File: config.mk
export PLATFORM = sky130hd
export DESIGN_NAME = power_on_reset_watchdog_supervisor
export DESIGN_NICKNAME = d
export VERILOG_FILES = /design/src/rtl/supervisor_pkg.sv /design/src/rtl/input_sync.sv /design/src/rtl/power_on_reset_watchdog_supervisor.sv
export VERILOG_INCLUDE_DIRS = /design/src /design/src/rtl
export SDC_FILE = /design/constraint.sdc
export NUM_CORES = 1
export LEC_CHECK = 0
export ABC_AREA = 1
export BUFFER_PORTS_ARGS = -buffer_cell sky130_fd_sc_hd__buf_4
export CAP_MARGIN = 20
export CORE_ASPECT_RATIO = 0.5
export CORE_MARGIN = 4
export CORE_UTILIZATION = 60
export DETAILED_ROUTE_END_ITERATION = 7
export HOLD_SLACK_MARGIN = 0.03
export PLACE_DENSITY_LB_ADDON = 0.12
export SYNTH_ARGS = -nofsm -noshare
export SYNTH_HDL_FRONTEND = slang
export SYNTH_SLANG_ARGS = --single-unit
File: constraint.sdc
create_clock -name clk -period 4.3 [get_ports clk]
set_clock_uncertainty 0.15 [all_clocks]
set_input_delay 0.215 -clock clk [delete_from_list [all_inputs] [get_ports clk]]
set_output_delay 0.215 -clock clk [all_outputs]
set_load 0.05 [all_outputs]
File: src/rtl/supervisor_defs.svh
// Constants for the reset and watchdog supervisor: register offsets,
// field positions, reset values and timing figures.
// Assumes a 100 MHz clock; included by its bare name.
`ifndef SUPERVISOR_DEFS_SVH
`define SUPERVISOR_DEFS_SVH

// Clock period in ns
`define SUP_CLK_PERIOD_NS      10
// Timing scale per nF of programming capacitance, in ns
`define SUP_UPPER_NS_PER_NF    18200000
`define SUP_LOWER_NS_PER_NF    588000
`define SUP_DELAY_NS_PER_NF    2300000
// Capacitance in nF that the reset values stand for
`define SUP_DEFAULT_CAP_NF     1

// Register byte offsets
`define SUP_REG_DELAY          8'h00
`define SUP_REG_UPPER          8'h04
`define SUP_REG_LOWER          8'h08
`define SUP_REG_STATUS         8'h0c
`define SUP_REG_MASK           8'h10
`define SUP_REG_STATE          8'h14

// Event bits of the status and mask registers
`define SUP_EV_EARLY           0
`define SUP_EV_LATE            1
`define SUP_EV_RST_ASSERT      2
`define SUP_EV_RST_RELEASE     3
`define SUP_EV_W               4

// Bits of the state register
`define SUP_ST_RESET_N         0
`define SUP_ST_FAULT_N         1
`define SUP_ST_INHIBIT         2
`define SUP_ST_TIMEOUT_MODE    3
`define SUP_ST_OUT_GOOD        4
`define SUP_ST_ENABLED         5

`define SUP_MASK_RESET         4'h0

`endif

File: src/rtl/supervisor_pkg.sv
// Types shared by the reset and watchdog supervisor.
// Assumes nothing beyond a SystemVerilog compiler.
package supervisor_pkg;

	typedef enum logic [1:0] {
		PorHold,
		PorRun
	} por_state_t;

	typedef enum logic [1:0] {
		WdIdle,
		WdWatch,
		WdFault
	} wd_state_t;

endpackage : supervisor_pkg

File: src/rtl/input_sync.sv
// Three-stage synchroniser for pins from outside the clock domain.
// A new level is accepted once the second and third stages agree.
`timescale 1ns/1ns
`default_nettype none

module input_sync #(
	parameter int WIDTH = 1
) (
	input  wire logic             clk,
	input  wire logic             rstn,
	input  wire logic [WIDTH-1:0] pinIn,
	output var  logic [WIDTH-1:0] levelOut
);

	logic [WIDTH-1:0] meta_r;
	logic [WIDTH-1:0] stage2_r;
	logic [WIDTH-1:0] stage3_r;

	// First stage feeds only the second; filtering looks at stages two and three
	always_ff @(posedge clk or negedge rstn) begin
		if (!rstn) begin
			meta_r   <= '0;
			stage2_r <= '0;
			stage3_r <= '0;
			levelOut <= '0;
		end else begin
			meta_r   <= pinIn;
			stage2_r <= meta_r;
			stage3_r <= stage2_r;
			levelOut <= (stage2_r & stage3_r) | (levelOut & (stage2_r | stage3_r));
		end
	end

endmodule : input_sync

`default_nettype wire

File: src/rtl/power_on_reset_watchdog_supervisor.sv
// Power-on reset and watchdog supervisor with an APB register slave.
// Assumes pins arrive asynchronously and a 100 MHz clk with async rstn.
//
// Functional notes
// Inhibit high disables watchdog checking and holds the fault output high.
// Mode select low gives window mode, high gives timeout mode.
// Window mode: falling kick before lower boundary elapsed drives fault low.
// Window mode: no falling kick within upper boundary drives fault low.
// Timeout mode: only no kick transition within upper boundary is a fault.
// A fault pulses the fault output low for the reset delay.
// Monitoring pauses while fault is low, timing restarts after release.
// After output is good, reset output stays low for the reset delay.
// Upper and lower boundary periods are programmable durations.
// Reset delay is a programmable duration.
// Shutdown input low shuts all logic down until it rises again; here only the reset timer and watchdog stop.
// Reset output asserts whenever the output falls below its threshold.
// Fault output releases when its timer ends or reset output asserts.
// Processor kicks before upper boundary, spaced no closer than lower.
// Delay and boundaries are clock counters loaded from configuration.
`timescale 1ns/1ns
`default_nettype none
`include "supervisor_defs.svh"

module power_on_reset_watchdog_supervisor #(
	parameter int          CNT_W         = 32,
	parameter logic [31:0] DELAY_DEFAULT = 32'(`SUP_DELAY_NS_PER_NF / `SUP_CLK_PERIOD_NS
		* `SUP_DEFAULT_CAP_NF),
	parameter logic [31:0] UPPER_DEFAULT = 32'(`SUP_UPPER_NS_PER_NF / `SUP_CLK_PERIOD_NS
		* `SUP_DEFAULT_CAP_NF),
	parameter logic [31:0] LOWER_DEFAULT = 32'(`SUP_LOWER_NS_PER_NF / `SUP_CLK_PERIOD_NS
		* `SUP_DEFAULT_CAP_NF)
) (
	input  wire logic        clk,
	input  wire logic        rstn,
	// APB slave
	input  wire logic        psel,
	input  wire logic        penable,
	input  wire logic        pwrite,
	input  wire logic [7:0]  paddr,
	input  wire logic [31:0] pwdata,
	output var  logic [31:0] prdata,
	output var  logic        pready,
	output var  logic        pslverr,
	// Pins from the system
	input  wire logic        watchdogInhibit,
	input  wire logic        windowTimeoutSel,
	input  wire logic        watchdogKickInput,
	input  wire logic        outputGood,
	input  wire logic        shutdownLockoutInput,
	// Supervisor outputs
	output var  logic        resetN,
	output var  logic        watchdogFaultN,
	output var  logic        irq
);

	// Synchronised pin levels
	logic [4:0] pinLevel;
	logic       inhibit;
	logic       timeoutMode;
	logic       kickLevel;
	logic       outGood;
	logic       enabled;

	input_sync #(
		.WIDTH (5)
	) u_sync (
		.clk      (clk),
		.rstn     (rstn),
		.pinIn    ({shutdownLockoutInput, outputGood, watchdogKickInput,
			windowTimeoutSel, watchdogInhibit}),
		.levelOut (pinLevel)
	);

	assign inhibit     = pinLevel[0];
	assign timeoutMode = pinLevel[1];
	assign kickLevel   = pinLevel[2];
	assign outGood     = pinLevel[3];
	assign enabled     = pinLevel[4];

	// Registers
	logic [CNT_W-1:0]       delay_r;
	logic [CNT_W-1:0]       upper_r;
	logic [CNT_W-1:0]       lower_r;
	logic [`SUP_EV_W-1:0]   status_r;
	logic [`SUP_EV_W-1:0]   mask_r;
	logic [`SUP_EV_W-1:0]   events;

	supervisor_pkg::por_state_t porState_r;
	supervisor_pkg::wd_state_t  wdState_r;
	logic [CNT_W-1:0]           porCnt_r;
	logic [CNT_W-1:0]           wdCnt_r;
	logic                       kickPrev_r;
	logic                       modePrev_r;

	// A programmed zero would make a period vanish; one cycle is the floor
	function automatic logic [CNT_W-1:0] atLeastOne(input logic [CNT_W-1:0] v);
		atLeastOne = (v == '0) ? CNT_W'(1) : v;
	endfunction : atLeastOne

	// Kick events derived from the synchronised level
	logic kickAny;
	logic kickFall;
	logic kickEvent;
	logic modeChanged;

	assign kickAny     = kickLevel ^ kickPrev_r;
	assign kickFall    = kickPrev_r & ~kickLevel;
	assign kickEvent   = timeoutMode ? kickAny : kickFall;
	assign modeChanged = timeoutMode ^ modePrev_r;

	always_ff @(posedge clk or negedge rstn) begin
		if (!rstn) begin
			kickPrev_r <= 1'b0;
			modePrev_r <= 1'b0;
		end else begin
			kickPrev_r <= kickLevel;
			modePrev_r <= timeoutMode;
		end
	end

	// APB access decode
	logic       apbAccess;
	logic       apbWrite;
	logic       apbRead;
	logic       addrHit;
	logic [7:0] stateWord;

	assign apbAccess = psel & penable & ~pready;
	assign apbWrite  = psel & penable & pready & pwrite & ~pslverr;
	assign apbRead   = apbAccess & ~pwrite;

	always_comb begin
		case (paddr)
			`SUP_REG_DELAY,
			`SUP_REG_UPPER,
			`SUP_REG_LOWER,
			`SUP_REG_STATUS,
			`SUP_REG_MASK,
			`SUP_REG_STATE: addrHit = 1'b1;
			default:        addrHit = 1'b0;
		endcase
	end

	always_comb begin
		stateWord                        = '0;
		stateWord[`SUP_ST_RESET_N]       = resetN;
		stateWord[`SUP_ST_FAULT_N]       = watchdogFaultN;
		stateWord[`SUP_ST_INHIBIT]       = inhibit;
		stateWord[`SUP_ST_TIMEOUT_MODE]  = timeoutMode;
		stateWord[`SUP_ST_OUT_GOOD]      = outGood;
		stateWord[`SUP_ST_ENABLED]       = enabled;
	end

	// One wait state: pready rises in the second access cycle
	always_ff @(posedge clk or negedge rstn) begin
		if (!rstn) begin
			pready  <= 1'b0;
			pslverr <= 1'b0;
			prdata  <= '0;
		end else begin
			pready  <= apbAccess;
			pslverr <= apbAccess & ~addrHit;
			prdata  <= '0;
			if (apbRead) begin
				case (paddr)
					`SUP_REG_DELAY:  prdata <= 32'(delay_r);
					`SUP_REG_UPPER:  prdata <= 32'(upper_r);
					`SUP_REG_LOWER:  prdata <= 32'(lower_r);
					`SUP_REG_STATUS: prdata <= 32'(status_r);
					`SUP_REG_MASK:   prdata <= 32'(mask_r);
					`SUP_REG_STATE:  prdata <= 32'(stateWord);
					default:         prdata <= '0;
				endcase
			end
		end
	end

	// Period registers stand in for the programming capacitors
	always_ff @(posedge clk or negedge rstn) begin
		if (!rstn) begin
			delay_r <= CNT_W'(DELAY_DEFAULT);
			upper_r <= CNT_W'(UPPER_DEFAULT);
			lower_r <= CNT_W'(LOWER_DEFAULT);
			mask_r  <= `SUP_MASK_RESET;
		end else if (apbWrite) begin
			case (paddr)
				`SUP_REG_DELAY: delay_r <= pwdata[CNT_W-1:0];
				`SUP_REG_UPPER: upper_r <= pwdata[CNT_W-1:0];
				`SUP_REG_LOWER: lower_r <= pwdata[CNT_W-1:0];
				`SUP_REG_MASK:  mask_r  <= pwdata[`SUP_EV_W-1:0];
				default:        mask_r  <= mask_r;
			endcase
		end
	end

	// Power-on reset timer; shutdown holds it as after power-up
	always_ff @(posedge clk or negedge rstn) begin
		if (!rstn) begin
			porState_r <= supervisor_pkg::PorHold;
			porCnt_r   <= '0;
			resetN     <= 1'b0;
		end else if (!enabled) begin
			porState_r <= supervisor_pkg::PorHold;
			porCnt_r   <= '0;
			resetN     <= 1'b0;
		end else begin
			case (porState_r)
				supervisor_pkg::PorHold: begin
					if (!outGood) begin
						porCnt_r <= '0;
					end else if (porCnt_r >= atLeastOne(delay_r) - CNT_W'(1)) begin
						porState_r <= supervisor_pkg::PorRun;
						resetN     <= 1'b1;
						porCnt_r   <= '0;
					end else begin
						porCnt_r <= porCnt_r + CNT_W'(1);
					end
				end
				supervisor_pkg::PorRun: begin
					if (!outGood) begin
						porState_r <= supervisor_pkg::PorHold;
						resetN     <= 1'b0;
					end
				end
				default: begin
					porState_r <= supervisor_pkg::PorHold;
					resetN     <= 1'b0;
				end
			endcase
		end
	end

	// Watchdog: one counter times the boundaries and then the fault pulse
	logic earlyFault;
	logic lateFault;
	logic wdStart;
	logic fallSeen_r;

	assign earlyFault = ~timeoutMode & kickFall & fallSeen_r
		& (wdCnt_r < lower_r);
	assign lateFault  = ~kickEvent
		& (wdCnt_r >= atLeastOne(upper_r) - CNT_W'(1));  // see R4
	assign wdStart    = enabled & ~inhibit & resetN;

	// Early check needs a previous falling edge; a restart or mode change forgets it,
	// so the first kick after a fault pulse is never taken as too early
	always_ff @(posedge clk or negedge rstn) begin
		if (!rstn) begin
			fallSeen_r <= 1'b0;
		end else if (!wdStart || wdState_r != supervisor_pkg::WdWatch || modeChanged) begin
			fallSeen_r <= 1'b0;
		end else if (earlyFault || lateFault) begin
			fallSeen_r <= 1'b0;
		end else if (kickFall) begin
			fallSeen_r <= 1'b1;
		end
	end

	always_ff @(posedge clk or negedge rstn) begin
		if (!rstn) begin
			wdState_r      <= supervisor_pkg::WdIdle;
			wdCnt_r        <= '0;
			watchdogFaultN <= 1'b1;
		end else if (!wdStart) begin
			// Inhibit, shutdown or reset output low all stop the watchdog
			wdState_r      <= supervisor_pkg::WdIdle;  // see R1
			wdCnt_r        <= '0;
			watchdogFaultN <= 1'b1;
		end else begin
			case (wdState_r)
				supervisor_pkg::WdIdle: begin
					wdState_r <= supervisor_pkg::WdWatch;
					wdCnt_r   <= '0;
				end
				supervisor_pkg::WdWatch: begin
					if (modeChanged) begin
						wdCnt_r <= '0;
					end else if (earlyFault || lateFault) begin
						wdState_r      <= supervisor_pkg::WdFault;
						wdCnt_r        <= '0;
						watchdogFaultN <= 1'b0;
					end else if (kickEvent) begin
						wdCnt_r <= '0;
					end else begin
						wdCnt_r <= wdCnt_r + CNT_W'(1);
					end
				end
				supervisor_pkg::WdFault: begin
					// Kicks are ignored until the pulse ends
					if (wdCnt_r >= atLeastOne(delay_r) - CNT_W'(1)) begin
						wdState_r      <= supervisor_pkg::WdWatch;
						wdCnt_r        <= '0;
						watchdogFaultN <= 1'b1;
					end else begin
						wdCnt_r <= wdCnt_r + CNT_W'(1);
					end
				end
				default: begin
					wdState_r      <= supervisor_pkg::WdIdle;
					watchdogFaultN <= 1'b1;
				end
			endcase
		end
	end

	// Interrupt events; each is a single cycle
	logic inWatch;

	assign inWatch = wdStart & (wdState_r == supervisor_pkg::WdWatch) & ~modeChanged;

	always_comb begin
		events                      = '0;
		events[`SUP_EV_EARLY]       = inWatch & earlyFault;
		events[`SUP_EV_LATE]        = inWatch & ~earlyFault & lateFault;
		events[`SUP_EV_RST_ASSERT]  = enabled & (porState_r == supervisor_pkg::PorRun)
			& ~outGood;
		events[`SUP_EV_RST_RELEASE] = enabled & (porState_r == supervisor_pkg::PorHold)
			& outGood & (porCnt_r >= atLeastOne(delay_r) - CNT_W'(1));
	end

	// Sticky status, write one to clear; a new event beats the clear
	always_ff @(posedge clk or negedge rstn) begin
		if (!rstn) begin
			status_r <= '0;
		end else if (apbWrite && paddr == `SUP_REG_STATUS) begin
			status_r <= (status_r & ~pwdata[`SUP_EV_W-1:0]) | events;
		end else begin
			status_r <= status_r | events;
		end
	end

	// Level interrupt, registered so it leaves straight from a flip-flop
	always_ff @(posedge clk or negedge rstn) begin
		if (!rstn) begin
			irq <= 1'b0;
		end else begin
			irq <= |(status_r & mask_r);
		end
	end

endmodule : power_on_reset_watchdog_supervisor

`default_nettype wire

==> impl_metrics.yaml <==
run_status:
  status: "completed"
timing:
  fmax_ghz: 0.237
  worst_hold_slack_ns: 0.0653
  fin_crit_ns: 4.22
  final-hold-violation-count: 0
  fin_tns_setup_ns: 0
  setup_viol: 0
  worst_slew_pin_slew_ns: 1.01
  finalCritPeriodShare_pct: 98.0
  slew_violations: 0
  rsz0062_at_grt: "yes"
  slew_headroom_pct: 32.7
clocking:
  cts_buffers: 22
  ctsLongestPathBuffers: 3
  htree_levels: 1
  cts_tree: "done"
  clk_pin_slew_worst_paths_ns: 0.07
  clk_latency_ns: 0.54
  root_buffer: "clkbuf_16"
  cts_sinks: 230
yosys:
  syn_area_sq_mm: 0.0151
  synthCells: 1952
  synth_mux_area_share_pct: 0
  synth_top_area_share_pct: 33.7
  yosys_register_bits: 230
  synthTopCellsByCount: "nand2_1 (461), inv_1 (237), dfrtp_1 (204)"
  yosys.area_share.xor_xnor_pct: 5.27
  synth_top_family_by_area: "simple AND/OR/NAND/NOR gates"
  synth.most_common_cell: "nand2_1"
  synth_compound_area_share_pct: 11.6
  syn_nets: 2138
  ys_async_sr_fraction_pct: 100
  synth-edff-count: 0
  synthTopCellsByArea: "dfrtp_1 (34%), nand2_1 (11%), ha_1 (11%)"
  synth.avg_cell_area_sq_um: 7.75
  yosys.area_share.simple_pct: 26.1
  synth_top_cell_by_area: "dfrtp_1"
  synth_cell_types: 50
  synthFlopType: "dfrtp_1"
  synthAdderAreaFrac_pct: 11.6
  yosysWarnings: 0
  synth-seq-area-share_pct: 38.2
power_and_ir_drop:
  pwr-share-clk_pct: 39.1
  p_per_area_mw_per_mm2: 287
  peakVddDrop_mv: 0.276
  pwr-share-comb_pct: 18.6
  internal_power_w: 0.00369
  p_leak_nw: 8.63
  seqPwrFrac_pct: 42.3
  power_switching_w: 0.00155
  p_sw_share_pct: 29.6
global_route:
  grt_max_degree: 127
  overflow: 0
  antenna_found_initial: 1
  grt_pass1_wl_mm: 78.3
  grt_pass1_vias: 13710
  grt_use_total_pct: 36.7
drt:
  via_per_inst: 5.91
  wl_per_cell_microns: 20.9
  wl_mm: 52.5
  vias: 14812
  drtAntennaViolNets: 0
  dr.first_iter.drc_count: 1582
  first_pass_iters: 5
  post-route-drc-count: 0
worst_setup_path:
  cp.arrival_ns: 4.52
  cp-end-kind: "flop"
  crit_type: "reg2reg"
  startpoint_type: "flop"
  worstPathRequired_ns: 4.60
  crit_fanout: 8
floorplanning:
  core_sq_mm: 0.0244
  die_x_microns: 233
  dieArea_sq_mm: 0.0280
  start_util_pct: 62.0
  rows: 40
  die_y_microns: 120
  io_pins: 87
layout:
  area_delta_synth_final_pct: 20.7
  final_util_pct: 74.8
  finalNetCount: 2341
  final_layout_size_suffix_gt1_share_pct: 16.8
placed_design:
  portBuffers: 86
  dp_hpwl_mm: 39.0
  place_congestion: 0.990
min_path:
  hp-class: "in2reg"
run:
  max_cap_violations: 0
worst paths after layout:
path | startpoint | slack (ns) | cells after the start | to
worst max register to register | delay_r[17]$_DFFE_PN1P_ | 0.08 | 26 | wdCnt_r[10]$_DFFE_PN0P_
worst max-delay path | delay_r[17]$_DFFE_PN1P_ | 0.08 | 26 | wdCnt_r[10]$_DFFE_PN0P_
worst min register to register | u_sync.meta_r[3]$_DFF_PN0_ | 0.20 | 0 | u_sync.stage2_r[3]$_DFF_PN0_
min in group asynchronous | rstn | 0.23 | 2 | upper_r[7]$_DFFE_PN0P_
worst min-delay path | paddr[2] | 0.07 | 5 | prdata[1]$_DFF_PN0_
max in group asynchronous | rstn | 2.77 | 3 | lower_r[17]$_DFFE_PN0P_
cells in the final DEF, fill, tap and decap left out, drive strengths merged, types with 32 or more instances in the layout:
| master | count |
|---|---|
| dlygate4sd3 | 41 |
| o21ai | 175 |
| xor2 | 68 |
| clkbuf | 32 |
| nor2 | 184 |
| inv | 246 |
| ha | 136 |
| nand3 | 83 |
| a21oi | 75 |
| buf | 177 |
| nor3 | 62 |
| o22ai | 43 |
| dfrtp | 204 |
| nand4 | 35 |
| nand2 | 477 |
cells by family after synthesis:
logic type	count (synthesis)
AOI/OAI and AO/OA	326
DFF	230
adders and majority gates	141
buffers and inverters	286
and+or+nand+nor	878
xor gates and xnor gates	91
layout make-up:
cell class | count | area [sq um]
timing repair buffer | 221 | 1880
clock inverter | 10 | 118
sequential | 230 | 5790
tap | 336 | 420
inverter | 244 | 918
multi-input combinational | 1436 | 8540
clock buffer | 29 | 608
fill | 1886 | 6150
antenna | 1 | 2.50
power by group through the flow:
stage | clock [W] | sequential (W) | combinational (W)
2_1_floorplan | 0 | 0.00227 | 0.000481
3_3_place_gp | 0 | 0.00226 | 0.000813
3_5_place_dp | 0 | 0.00226 | 0.000821
4_1_cts | 0.00205 | 0.00222 | 0.000863
5_1_grt | 0.00215 | 0.00222 | 0.00107
6_report | 0.00205 | 0.00222 | 0.000975
metrics by stage:
| step | worst slack [ns] | cells | power (W) | cell area (sq um) |
|---|---|---|---|---|
| 6_report | 0.0839 | 2507 | 0.00525 | 18300 |
| 5_1_grt | -0.157 | 2506 | 0.00544 | 18300 |
| 4_1_cts | 0.0163 | 2484 | 0.00514 | 17800 |
| 3_5_place_dp | 0.00102 | 2401 | 0.00308 | 16600 |
| 3_3_place_gp | 0.175 | 2401 | 0.00307 | 16600 |
| 2_1_floorplan | 0.511 | 1952 | 0.00275 | 15100 |
state kept, by name, indices dropped and copies added (netlist names), 5 cells and up:
register         cells
delay_r             32
lower_r             32
porCnt_r            32
prdata              32
u_sync.levelOut      5
u_sync.meta_r        5
u_sync.stage2_r      5
u_sync.stage3_r      5
upper_r             32
wdCnt_r             32
per-layer routing:
metal  GRT usage [%]  wire, microns
met1            53.4          22500
met2            51.1          21000
met3            14.7           7620
met4            8.69           1450
met5               0              0
worst max-delay path, stage by stage, from the launching register on:
cell,delay (ns)
dfstp_2,0.56
inv_2,0.06
nand2_2,0.08
nor2_2,0.05
nand2_1,0.06
nor2_2,0.04
nand4_1,0.07
nor2b_4,0.17
ha_4,0.15
nand2_4,0.06
nor3_4,0.15
nand2_2,0.13
nor4_4,0.24
nand2_1,0.15
nor3_2,0.15
xor2_1,0.21
ha_1,0.26
nand2_1,0.08
nor2_1,0.05
nor3b_1,0.19
nand2_1,0.08
nor2_2,0.13
nand4_1,0.19
nand2_4,0.18
nand2_8,0.09
clkbuf_16,0.22
o21ai_1,0.16
what timing repair did:
action,CTS,global route
pin swaps,1,19
gates resized for setup,3,89
gates cloned,0,4
hold endpoints to repair,226,0
endpoints found under the setup margin,2,70
buffers inserted,3,17
hold buffers,41,0
No activity file was read; power rests on OpenSTA's default activity.
